**config.mk**
```make
export PLATFORM = sky130hd
export DESIGN_NAME = fdc_cmd_decode
export DESIGN_NICKNAME = d
export VERILOG_FILES = /design/src/hdl/fdc_cmd_pkg.sv /design/src/hdl/fdc_cmd_decode.sv
export SDC_FILE = /design/constraint.sdc
export NUM_CORES = 1
export LEC_CHECK = 0
export BUFFER_PORTS_ARGS = -buffer_cell sky130_fd_sc_hd__buf_2
export CAP_MARGIN = 20
export CORE_MARGIN = 3
export CORE_UTILIZATION = 65
export DETAILED_ROUTE_END_ITERATION = 12
export PLACE_DENSITY = 0.9
export SLEW_MARGIN = 20
export SYNTH_ARGS = -nofsm -noshare
export SYNTH_HDL_FRONTEND = slang
export SYNTH_SLANG_ARGS = --single-unit
```
**constraint.sdc**
```tcl
create_clock -name clock -period 16.98 [get_ports clock]
set_input_delay 0.849 -clock clock [delete_from_list [all_inputs] [get_ports clock]]
set_output_delay 0.849 -clock clock [all_outputs]
set_load 0.1 [all_outputs]
```
**src/hdl/fdc_cmd_pkg.sv**
```systemverilog
package fdc_cmd_pkg;
    // First-byte opcodes, compared on all eight bits except read identifier, lock and relative seek
    localparam logic [7:0] op_specify = 8'h03;
    localparam logic [7:0] op_sense_drive = 8'h04;
    localparam logic [7:0] op_seek = 8'h0f;
    localparam logic [7:0] op_configure = 8'h13;
    localparam logic [7:0] op_dump = 8'h0e;
    localparam logic [4:0] op_read_id = 5'h0a;
    localparam logic [7:0] op_perpendicular = 8'h12;
    localparam logic [6:0] op_lock = 7'h14;
    localparam logic [5:0] op_rel_seek = 6'h0f;
    // Result for an unknown opcode
    localparam logic [7:0] invalid_status = 8'h80;
    // Bit positions
    localparam int mfm_bit = 6;
    localparam int lock_bit = 7;
    localparam int dir_bit = 6;
    localparam int lock_result_bit = 4;
    // Reset values
    localparam logic [7:0] reset_cfg = 8'h20;
    localparam logic [7:0] reset_byte = 8'h00;
    // Step pulse spacing, in ns and then in cycles
    localparam int step_time_ns = 1000;
    localparam int step_cycles = (step_time_ns + 9) / 10;
    // Timeout waiting for an identifier, in cycles
    localparam int id_wait_cycles = 4000;
    // Largest result count
    localparam logic [3:0] max_result = 4'ha;
    typedef enum logic [2:0] {
        st_idle = 3'b000,
        st_params = 3'b001,
        st_exec = 3'b010,
        st_seek = 3'b011,
        st_read_id = 3'b100,
        st_result = 3'b101
    } state_t;
endpackage : fdc_cmd_pkg

```
**src/hdl/fdc_cmd_decode.sv**
```systemverilog
`timescale 1ns/10ps
module fdc_cmd_decode (
    input wire logic clock,
    input wire logic rst,
    input wire logic [7:0] cmd_byte,
    input wire logic cmd_valid,
    output logic cmd_ready,
    output logic [7:0] result_byte,
    output logic result_valid,
    input wire logic result_ready,
    output logic busy,
    input wire logic xfer_start,
    input wire logic [7:0] xfer_cylinder,
    input wire logic [1:0] xfer_drive,
    output logic xfer_seek_done,
    output logic xfer_seek_fail,
    input wire logic last_was_format,
    input wire logic [7:0] sectors_per_cylinder,
    input wire logic [7:0] end_of_track_sector,
    input wire logic track0_pin,
    input wire logic write_protect_pin,
    input wire logic id_found_pin,
    input wire logic [31:0] id_data,
    output logic step_pulse,
    output logic step_direction,
    output logic head_side,
    output logic standby
);
    // Pin synchronisers; first stage read only by second
    logic [2:0] pin_meta;
    logic [2:0] pin_sync;
    always_ff @(posedge clock or posedge rst)
    begin
        if (rst)
        begin
            pin_meta <= 3'h0;
            pin_sync <= 3'h0;
        end
        else
        begin
            pin_meta <= {id_found_pin, write_protect_pin, track0_pin};
            pin_sync <= pin_meta;
        end
    end

    fdc_cmd_pkg::state_t state;
    logic [7:0] opcode;
    logic [3:0] pcount;
    logic [3:0] rcount;
    logic [3:0] rtotal;
    logic [7:0] p1;
    logic [7:0] p2;
    logic [7:0] p3;
    logic [7:0] cyl [0:3]; // Present cylinder per drive
    logic [7:0] step_rate_time_hut;
    logic [7:0] head_load_time_nd;
    logic [7:0] cfg_b2; // Implied seek, fifo flags, threshold
    logic [7:0] precomp_start_track;
    logic [7:0] perp;
    logic lock_flag;
    logic [7:0] target;
    logic [1:0] sel_drive; // Internal only, never a pin
    logic implied;
    logic [12:0] timer;
    logic [31:0] id_cap;
    logic [7:0] st0;

    // Opcode decode
    // opcode decode table
    wire is_specify = cmd_byte == fdc_cmd_pkg::op_specify;
    wire is_sense = cmd_byte == fdc_cmd_pkg::op_sense_drive;
    wire is_seek = cmd_byte == fdc_cmd_pkg::op_seek;
    wire is_cfg = cmd_byte == fdc_cmd_pkg::op_configure;
    wire is_dump = cmd_byte == fdc_cmd_pkg::op_dump;
    wire is_rid = cmd_byte[4:0] == fdc_cmd_pkg::op_read_id && cmd_byte[7] == 1'b0
        && cmd_byte[5] == 1'b0;
    wire is_perp = cmd_byte == fdc_cmd_pkg::op_perpendicular;
    wire is_lock = cmd_byte[6:0] == fdc_cmd_pkg::op_lock;
    wire is_rseek = cmd_byte[7] && cmd_byte[5:0] == fdc_cmd_pkg::op_rel_seek;
    wire known = is_specify | is_sense | is_seek | is_cfg | is_dump | is_rid
        | is_perp | is_lock | is_rseek;
    // Parameter bytes still to come after the first
    wire [3:0] nparams = (is_specify | is_rseek | is_seek) ? 4'h2 : is_cfg ? 4'h3
        : (is_sense | is_rid | is_perp) ? 4'h1 : 4'h0;
    // Decode flags for the held opcode, used after the first byte
    wire op_rseek = opcode[7] && opcode[5:0] == fdc_cmd_pkg::op_rel_seek;
    wire op_sense = opcode == fdc_cmd_pkg::op_sense_drive;
    wire op_rid = opcode[4:0] == fdc_cmd_pkg::op_read_id && !opcode[7];
    wire op_dump = opcode == fdc_cmd_pkg::op_dump;
    wire op_lock = opcode[6:0] == fdc_cmd_pkg::op_lock;
    wire [7:0] cur_cyl = cyl[sel_drive];
    // Cylinder of the drive named in the command, before sel_drive is loaded
    wire [7:0] exec_cyl = cyl[p2[1:0]];
    // Relative target wraps within eight bits; the step count is the last byte
    wire [7:0] rel_target = opcode[fdc_cmd_pkg::dir_bit] ? 8'(exec_cyl + p3)
        : 8'(exec_cyl - p3);
    // Status register three assembly
    // drive status byte
    wire [7:0] st3 = {1'b0, pin_sync[1], 1'b1, pin_sync[0], 1'b1, p1[2], p1[1:0]};
    // count or end sector by last command
    wire [7:0] sc_eot = last_was_format ? sectors_per_cylinder : end_of_track_sector;
    wire [4:0] rindex = 5'(rcount);
    logic [7:0] rbyte;
    always_comb
    begin
        rbyte = fdc_cmd_pkg::reset_byte;
        if (op_sense)
            rbyte = st3;
        else if (op_dump)
        begin
            case (rindex)
                5'h00, 5'h01, 5'h02, 5'h03: rbyte = cyl[rindex[1:0]];
                5'h04: rbyte = step_rate_time_hut;
                5'h05: rbyte = head_load_time_nd;
                5'h06: rbyte = sc_eot;
                5'h07: rbyte = {lock_flag, 1'b0, perp[5:0]};
                5'h08: rbyte = cfg_b2;
                5'h09: rbyte = precomp_start_track;
                default: rbyte = fdc_cmd_pkg::reset_byte;
            endcase
        end
        else if (op_lock)
            rbyte = 8'(lock_flag) << fdc_cmd_pkg::lock_result_bit;
        else if (op_rid)
        begin
            case (rindex)
                5'h00: rbyte = st0;
                5'h01, 5'h02: rbyte = fdc_cmd_pkg::reset_byte;
                5'h03: rbyte = id_cap[31:24];
                5'h04: rbyte = id_cap[23:16];
                5'h05: rbyte = id_cap[15:8];
                5'h06: rbyte = id_cap[7:0];
                default: rbyte = fdc_cmd_pkg::reset_byte;
            endcase
        end
        else
            rbyte = st0;
    end

    assign cmd_ready = state == fdc_cmd_pkg::st_idle || state == fdc_cmd_pkg::st_params;
    assign result_valid = state == fdc_cmd_pkg::st_result;
    assign busy = state != fdc_cmd_pkg::st_idle;
    // head side from internal select, no drive pins
    assign head_side = p1[2];

    // Main sequencer; long but each branch is one command phase
    always_ff @(posedge clock or posedge rst)
    begin
        if (rst)
        begin
            state <= fdc_cmd_pkg::st_idle;
            opcode <= fdc_cmd_pkg::reset_byte;
            pcount <= 4'h0;
            rcount <= 4'h0;
            rtotal <= 4'h0;
            p1 <= fdc_cmd_pkg::reset_byte;
            p2 <= fdc_cmd_pkg::reset_byte;
            p3 <= fdc_cmd_pkg::reset_byte;
            for (int i = 0; i < 4; i++)
                cyl[i] <= fdc_cmd_pkg::reset_byte;
            step_rate_time_hut <= fdc_cmd_pkg::reset_byte;
            head_load_time_nd <= fdc_cmd_pkg::reset_byte;
            cfg_b2 <= fdc_cmd_pkg::reset_cfg;
            precomp_start_track <= fdc_cmd_pkg::reset_byte;
            perp <= fdc_cmd_pkg::reset_byte;
            lock_flag <= 1'b0;
            target <= fdc_cmd_pkg::reset_byte;
            sel_drive <= 2'h0;
            implied <= 1'b0;
            timer <= 13'h0;
            id_cap <= 32'h0;
            st0 <= fdc_cmd_pkg::reset_byte;
            result_byte <= fdc_cmd_pkg::reset_byte;
            step_pulse <= 1'b0;
            step_direction <= 1'b0;
            standby <= 1'b0;
            xfer_seek_done <= 1'b0;
            xfer_seek_fail <= 1'b0;
        end
        else
        begin
            step_pulse <= 1'b0;
            xfer_seek_done <= 1'b0;
            xfer_seek_fail <= 1'b0;
            result_byte <= rbyte;
            case (state)
                fdc_cmd_pkg::st_idle:
                begin
                    if (cmd_valid)
                    begin
                        opcode <= cmd_byte;
                        pcount <= nparams;
                        rcount <= 4'h0;
                        standby <= 1'b0;
                        if (!known)
                        begin
                            st0 <= fdc_cmd_pkg::invalid_status;
                            standby <= 1'b1;
                            rtotal <= 4'h1;
                            state <= fdc_cmd_pkg::st_result;
                        end
                        else if (nparams == 4'h0)
                            state <= fdc_cmd_pkg::st_exec;
                        else
                            state <= fdc_cmd_pkg::st_params;
                    end
                    else if (xfer_start && cfg_b2[6])
                    begin
                        implied <= 1'b1;
                        sel_drive <= xfer_drive;
                        target <= xfer_cylinder;
                        timer <= 13'h0;
                        state <= fdc_cmd_pkg::st_seek;
                    end
                    else if (xfer_start)
                        xfer_seek_done <= 1'b1;
                end
                fdc_cmd_pkg::st_params:
                begin
                    if (cmd_valid)
                    begin
                        // Bytes shift in so the last lands in p3
                        p1 <= p2;
                        p2 <= p3;
                        p3 <= cmd_byte;
                        pcount <= pcount - 4'h1;
                        if (pcount == 4'h1)
                            state <= fdc_cmd_pkg::st_exec;
                    end
                end
                fdc_cmd_pkg::st_exec:
                begin
                    rtotal <= 4'h0;
                    state <= fdc_cmd_pkg::st_idle;
                    timer <= 13'h0;
                    implied <= 1'b0;
                    if (opcode == fdc_cmd_pkg::op_specify)
                    begin
                        step_rate_time_hut <= p2;
                        head_load_time_nd <= p3;
                    end
                    else if (op_sense)
                    begin
                        // Sense: the single drive byte sits in p3
                        p1 <= p3;
                        rtotal <= 4'h1;
                        state <= fdc_cmd_pkg::st_result;
                    end
                    else if (opcode == fdc_cmd_pkg::op_seek || op_rseek)
                    begin
                        p1 <= p2;
                        sel_drive <= p2[1:0];
                        target <= opcode == fdc_cmd_pkg::op_seek ? p3 : rel_target;
                        state <= fdc_cmd_pkg::st_seek;
                    end
                    else if (opcode == fdc_cmd_pkg::op_configure)
                    begin
                        cfg_b2 <= p2;
                        precomp_start_track <= p3;
                    end
                    else if (op_dump)
                    begin
                        rtotal <= fdc_cmd_pkg::max_result;
                        state <= fdc_cmd_pkg::st_result;
                    end
                    else if (op_rid)
                    begin
                        p1 <= p3;
                        sel_drive <= p3[1:0];
                        state <= fdc_cmd_pkg::st_read_id;
                    end
                    else if (opcode == fdc_cmd_pkg::op_perpendicular)
                        perp <= p3;
                    else if (op_lock)
                    begin
                        lock_flag <= opcode[fdc_cmd_pkg::lock_bit];
                        rtotal <= 4'h1;
                        state <= fdc_cmd_pkg::st_result;
                    end
                end
                fdc_cmd_pkg::st_seek:
                begin
                    timer <= 13'(timer + 13'h1);
                    if (cur_cyl == target)
                    begin
                        st0 <= {2'b00, 1'b1, 2'b00, p1[2], sel_drive};
                        xfer_seek_done <= implied;
                        implied <= 1'b0;
                        state <= fdc_cmd_pkg::st_idle;
                    end
                    else if (cur_cyl > target && pin_sync[0])
                    begin
                        // Track zero reached short of target: fail
                        st0 <= {2'b01, 1'b1, 1'b1, 1'b0, p1[2], sel_drive};
                        xfer_seek_fail <= implied;
                        implied <= 1'b0;
                        state <= fdc_cmd_pkg::st_idle;
                    end
                    else if (timer >= 13'(fdc_cmd_pkg::step_cycles))
                    begin
                        timer <= 13'h0;
                        step_pulse <= 1'b1;
                        step_direction <= target > cur_cyl;
                        cyl[sel_drive] <= target > cur_cyl ? 8'(cur_cyl + 8'h1)
                            : 8'(cur_cyl - 8'h1);
                    end
                end
                fdc_cmd_pkg::st_read_id:
                begin
                    timer <= 13'(timer + 13'h1);
                    rtotal <= 4'h7;
                    if (pin_sync[2])
                    begin
                        id_cap <= id_data;
                        st0 <= {5'h0, p1[2], sel_drive};
                        state <= fdc_cmd_pkg::st_result;
                    end
                    else if (timer >= 13'(fdc_cmd_pkg::id_wait_cycles))
                    begin
                        st0 <= {2'b01, 3'h0, p1[2], sel_drive};
                        state <= fdc_cmd_pkg::st_result;
                    end
                end
                fdc_cmd_pkg::st_result:
                begin
                    if (result_ready)
                    begin
                        rcount <= rcount + 4'h1;
                        if (rcount + 4'h1 >= rtotal)
                            state <= fdc_cmd_pkg::st_idle;
                    end
                end
                default: state <= fdc_cmd_pkg::st_idle;
            endcase
        end
    end

    // Checks
    // result_byte lags one cycle, so check state-side causes
    chk_invalid_status: assert property (@(posedge clock) disable iff (rst)
        (state == fdc_cmd_pkg::st_idle && cmd_valid && !known)
        |=> (st0 == fdc_cmd_pkg::invalid_status && standby && rtotal == 4'h1))
        else $error("invalid opcode not answered with 80h");
    chk_seek_reaches: assert property (@(posedge clock) disable iff (rst)
        (state == fdc_cmd_pkg::st_seek && cur_cyl == target) |=> state == fdc_cmd_pkg::st_idle)
        else $error("seek did not finish at target");
    chk_sense_one: assert property (@(posedge clock) disable iff (rst)
        (state == fdc_cmd_pkg::st_exec && op_sense) |=> rtotal == 4'h1)
        else $error("sense drive result count wrong");
    chk_rid_capture: assert property (@(posedge clock) disable iff (rst)
        (state == fdc_cmd_pkg::st_read_id && pin_sync[2]) |=> id_cap == $past(id_data))
        else $error("identifier not captured");
    chk_dump_sceot: assert property (@(posedge clock) disable iff (rst)
        (state == fdc_cmd_pkg::st_result && op_dump && rindex == 5'h06)
        |=> result_byte == (last_was_format ? sectors_per_cylinder : end_of_track_sector))
        else $error("dump count or end sector wrong");
    chk_implied_seek: assert property (@(posedge clock) disable iff (rst)
        (state == fdc_cmd_pkg::st_idle && !cmd_valid && xfer_start && cfg_b2[6])
        |=> state == fdc_cmd_pkg::st_seek)
        else $error("implied seek not started");
    chk_step_dir: assert property (@(posedge clock) disable iff (rst)
        step_pulse |-> step_direction == (target > $past(cur_cyl)))
        else $error("step direction wrong");
    chk_lock_result: assert property (@(posedge clock) disable iff (rst)
        (state == fdc_cmd_pkg::st_exec && op_lock) |=> lock_flag == $past(opcode[7]))
        else $error("lock flag not taken from opcode");
endmodule : fdc_cmd_decode

```
==> results.json <==
{
  "critical-path-max-stage-delay_ps": 840,
  "ys.flop_type": "dfrtp_1",
  "htreeDepth": 4,
  "clkPwrFrac_pct": 20.5,
  "gp_congestion": 0.9790,
  "worst_pin_slew_ps": 1085,
  "grt_remaining_overflow": 0,
  "p_switching_mw": 0.8507,
  "rsz0062_at_grt": "no",
  "drive_above_1_share_pct": 29.50,
  "slew_headroom_pct": 27.50,
  "placementRows": 46,
  "drtPass1Iterations": 7,
  "synth-edff-count": 0,
  "cts-resized-gates": 0,
  "path_max_fanout": 17,
  "status": "finished, final reports clean",
  "internal_power_mw": 1.122,
  "ys_ff_latch": 195,
  "seqCellArea_mm2": 0.004881,
  "clock-sinks": 195,
  "drv_cap": 0,
  "coreArea_mm2": 0.01612,
  "grt_start_max_net_pins": 123,
  "final.setup.worst_slack_ps": 12420,
  "p_comb_share_pct": 41.2,
  "ys_warn_count": 0,
  "final_max_slew_viol_count": 0,
  "start_util_pct": 67.59,
  "postSynthCellCount": 979,
  "cp_slowest_cell": "dfrtp_1",
  "grt_pass1_vias": 8626,
  "clock-skew-final_ps": 12.23,
  "crit_chain": "mux2_2 > o21ai_0 > ha_1 > nand4_1 > nor2_1 > a211oi_1 > nor2_1 > ha_1 > and4_4 > nor4_2 > o31ai_1 > a21oi_1 > o31ai_1",
  "drc": 0,
  "cp.arrival_ps": 4870,
  "antenna_cells": 0,
  "period_minus_slack_ps": 4562,
  "place_ws_ps": 12490,
  "antenna_found_initial": 0,
  "total_leakage_power_nw": 5.522,
  "io_buffers": 91,
  "grt_first_pass_wirelength_mm": 45.21,
  "critPathRequiredTime_ps": 17290,
  "die_h_um": 135.4,
  "clock.fmax_mhz": 219.2,
  "drtIter0Drc": 1066,
  "setup_tns_ps": 0,
  "synth.distinct_cells": 79,
  "hold_class": "reg -> reg",
  "worst-setup-path-type": "reg -> reg",
  "cts-hold-fix-buffers": 0,
  "finalNetCount": 1159,
  "viasPerCell": 6.737,
  "track_usage_pct": 31.78,
  "place_hpwl_mm": 20.29,
  "cts_root_buffer": "clkbuf_16",
  "clk-insertion-delay-late_ps": 450,
  "die_x_um": 135.4,
  "cts_buffers": 17,
  "worstSetupEndpointType": "flip-flop",
  "powerDensity_mw_per_mm2": 163.4,
  "final.period_utilization_pct": 26.87,
  "die_area_mm2": 0.01835,
  "syn_nets": 1090,
  "setup_viol": 0,
  "vias": 8603,
  "synth_area_mm2": 0.01089,
  "synthArstFlopShare_pct": 100.0,
  "start_kind": "flip-flop",
  "num-fill-cells": 1010,
  "peakVddDrop_uv": 102.8,
  "seqPwrFrac_pct": 38.3,
  "post_cts_buffers": 0,
  "final_antenna_net_count": 0,
  "swShare_pct": 43.11,
  "cts_tree": "yes",
  "yosysSeqAreaShare_pct": 44.81,
  "area_growth_pct": 10.83,
  "hold_violations": 0,
  "multi_input_area_mm2": 0.005617,
  "post_drt_wl_per_cell_um": 22.25,
  "synth.avg_cell_area_um2": 11.13,
  "clk_pin_slew_ps": 70,
  "cts.path.max_buffers": 2,
  "boundaryPins": 92,
  "drt-total-wl_mm": 28.41
}
## cell usage after synthesis (3+ instances only)
cell type / n / share of area (%)
buf_2: 6 / 0.28
a21oi_1: 35 / 1.6
a22oi_1: 7 / 0.48
inv_1: 50 / 1.7
a21o_1: 10 / 0.69
a31oi_1: 5 / 0.29
o211ai_1: 5 / 0.34
nor2b_1: 16 / 0.92
or4_1: 4 / 0.28
nor4_1: 10 / 0.57
dfrtp_1: 194 / 45
xnor2_1: 11 / 0.88
ha_1: 34 / 3.9
or2_2: 3 / 0.17
o31ai_1: 8 / 0.55
a221oi_1: 5 / 0.40
a222oi_1: 14 / 1.3
nand3_1: 11 / 0.51
mux2i_1: 17 / 1.6
or3_1: 7 / 0.40
xor2_1: 16 / 1.3
mux2_2: 133 / 14
o22ai_1: 9 / 0.52
o221ai_1: 5 / 0.40
nor3b_1: 5 / 0.34
buf_1: 5 / 0.17
a211oi_1: 8 / 0.55
o41ai_1: 5 / 0.40
o21ai_0: 59 / 2.7
a32o_1: 5 / 0.46
clkbuf_1: 35 / 1.2
nor3_1: 15 / 0.69
o21a_1: 8 / 0.55
nand2_1: 69 / 2.4
and3_1: 7 / 0.40
nand2b_1: 6 / 0.34
a22o_1: 10 / 0.80
o2bb2ai_1: 3 / 0.24
mux4_2: 22 / 4.5
nor2_1: 48 / 1.7
nand4_1: 6 / 0.34
## worst paths after layout
check | startpoint | endpoint | slack [ps] | cells past startpoint
worst min-delay path | pin_meta[2] | pin_sync[2] | 360 | 0
max in group asynchronous | rst | pin_sync[0] | 14980 | 3
worst max register to register | sel_drive[0] | cyl[31] | 12420 | 13
worst max-delay path | sel_drive[0] | cyl[31] | 12420 | 13
min in group asynchronous | rst | p2[5] | 560 | 2
worst min register to register | pin_meta[2] | pin_sync[2] | 360 | 0
## power groups by stage
stage / Combinational (mW) / Clock [mW] / Sequential, mW
after floorplan: 0.621 / 0 / 0.716
after global placement: 0.762 / 0 / 0.745
after detailed placement: 0.792 / 0 / 0.754
after CTS: 0.803 / 0.406 / 0.749
after global routing: 0.880 / 0.427 / 0.770
final: 0.813 / 0.404 / 0.755
## layout by cell type (no fill, tap or decap), drive strengths merged, types with 6 or more instances in the layout
master and n:
mux4 22, or3 7, inv 60, nand2 69, o41ai 6, nand4 6
a211oi 8, dfrtp 194, o21a 8, and3 7, nand3 12, nor3 16
a222oi 14, o31ai 8, mux2i 17, clkbuf 17, nand2b 6, o22ai 9
xor2 16, nor4 13, a22o 10, mux2 134, buf 99, xnor2 11
a31oi 6, o21ai 61, a21oi 35, a22oi 7, nor2 49, ha 34
a21o 12, nor2b 16
## stage by stage
| stage | instance area, um^2 | hold WS [ps] | std cells | utilization (%) | power [mW] |
|---|---|---|---|---|---|
| 3_5_place_dp | 11480 | 336.2 | 1245 | 71.25 | 1.546 |
| 4_1_cts | 12070 | 351.6 | 1277 | 74.91 | 1.958 |
| 6_report | 12070 | 355.2 | 1277 | 74.91 | 1.973 |
| 5_1_grt | 12070 | 353.3 | 1277 | 74.91 | 2.077 |
| 3_3_place_gp | 11480 | 334.4 | 1245 | 71.25 | 1.506 |
| 2_1_floorplan | 10890 | 331.2 | 979 | - | 1.337 |
## cell families (layout without fill, tap and decap cells)
| group | Yosys count | in the layout | synth area share (%) |
|---|---|---|---|
| buffers and inverters | 100 | 182 | 3.688 |
| AND/OR/NAND/NOR | 226 | 226 | 10.92 |
| multiplexers | 173 | 173 | 20.00 |
| AO/OA/AOI/OAI | 222 | 222 | 14.13 |
| flip-flops | 195 | 195 | 44.81 |
| adder cells (fa/ha/maj) | 36 | 36 | 4.273 |
| XOR/XNOR | 27 | 27 | 2.171 |
## sequential cells by signal (all words and copies together) (netlist names), 4 cells and up
signal               flops
result_byte              8
p2                       8
st0                      7
p3                       8
id_cap                  32
cfg_b2                   8
pcount                   4
perp                     6
rtotal                   4
step_rate_time_hut       8
head_load_time_nd        8
rcount                   4
timer                   13
opcode                   8
cyl                     32
precomp_start_track      8
target                   8
## layout make-up
type / count / share of cell area [%]
timing repair buffer: 99 / 4.270
tap: 216 / 2.239
multi-input combinational: 684 / 46.53
sequential: 195 / 40.43
inverter: 51 / 1.648
clock buffer: 17 / 3.524
clock inverter: 15 / 1.358
## routing by layer
layer	part of all wire, %	wire length (um)	GRT usage [%]
met4	4.6	1300	13.77
met5	0	0	0
met2	49	13800	52.35
met1	39	11010	40.94
met3	8.1	2305	6.872
## critical path, delay by kind of cell, from the launching register on
kind / cells / cell delay (ps)
adder cells (fa/ha/maj): 2 / 620
flip-flops: 1 / 840
multiplexers: 1 / 400
AND/OR/NAND/NOR: 5 / 1510
AO/OA/AOI/OAI: 5 / 1060
Power figures use the tool's default switching activity.
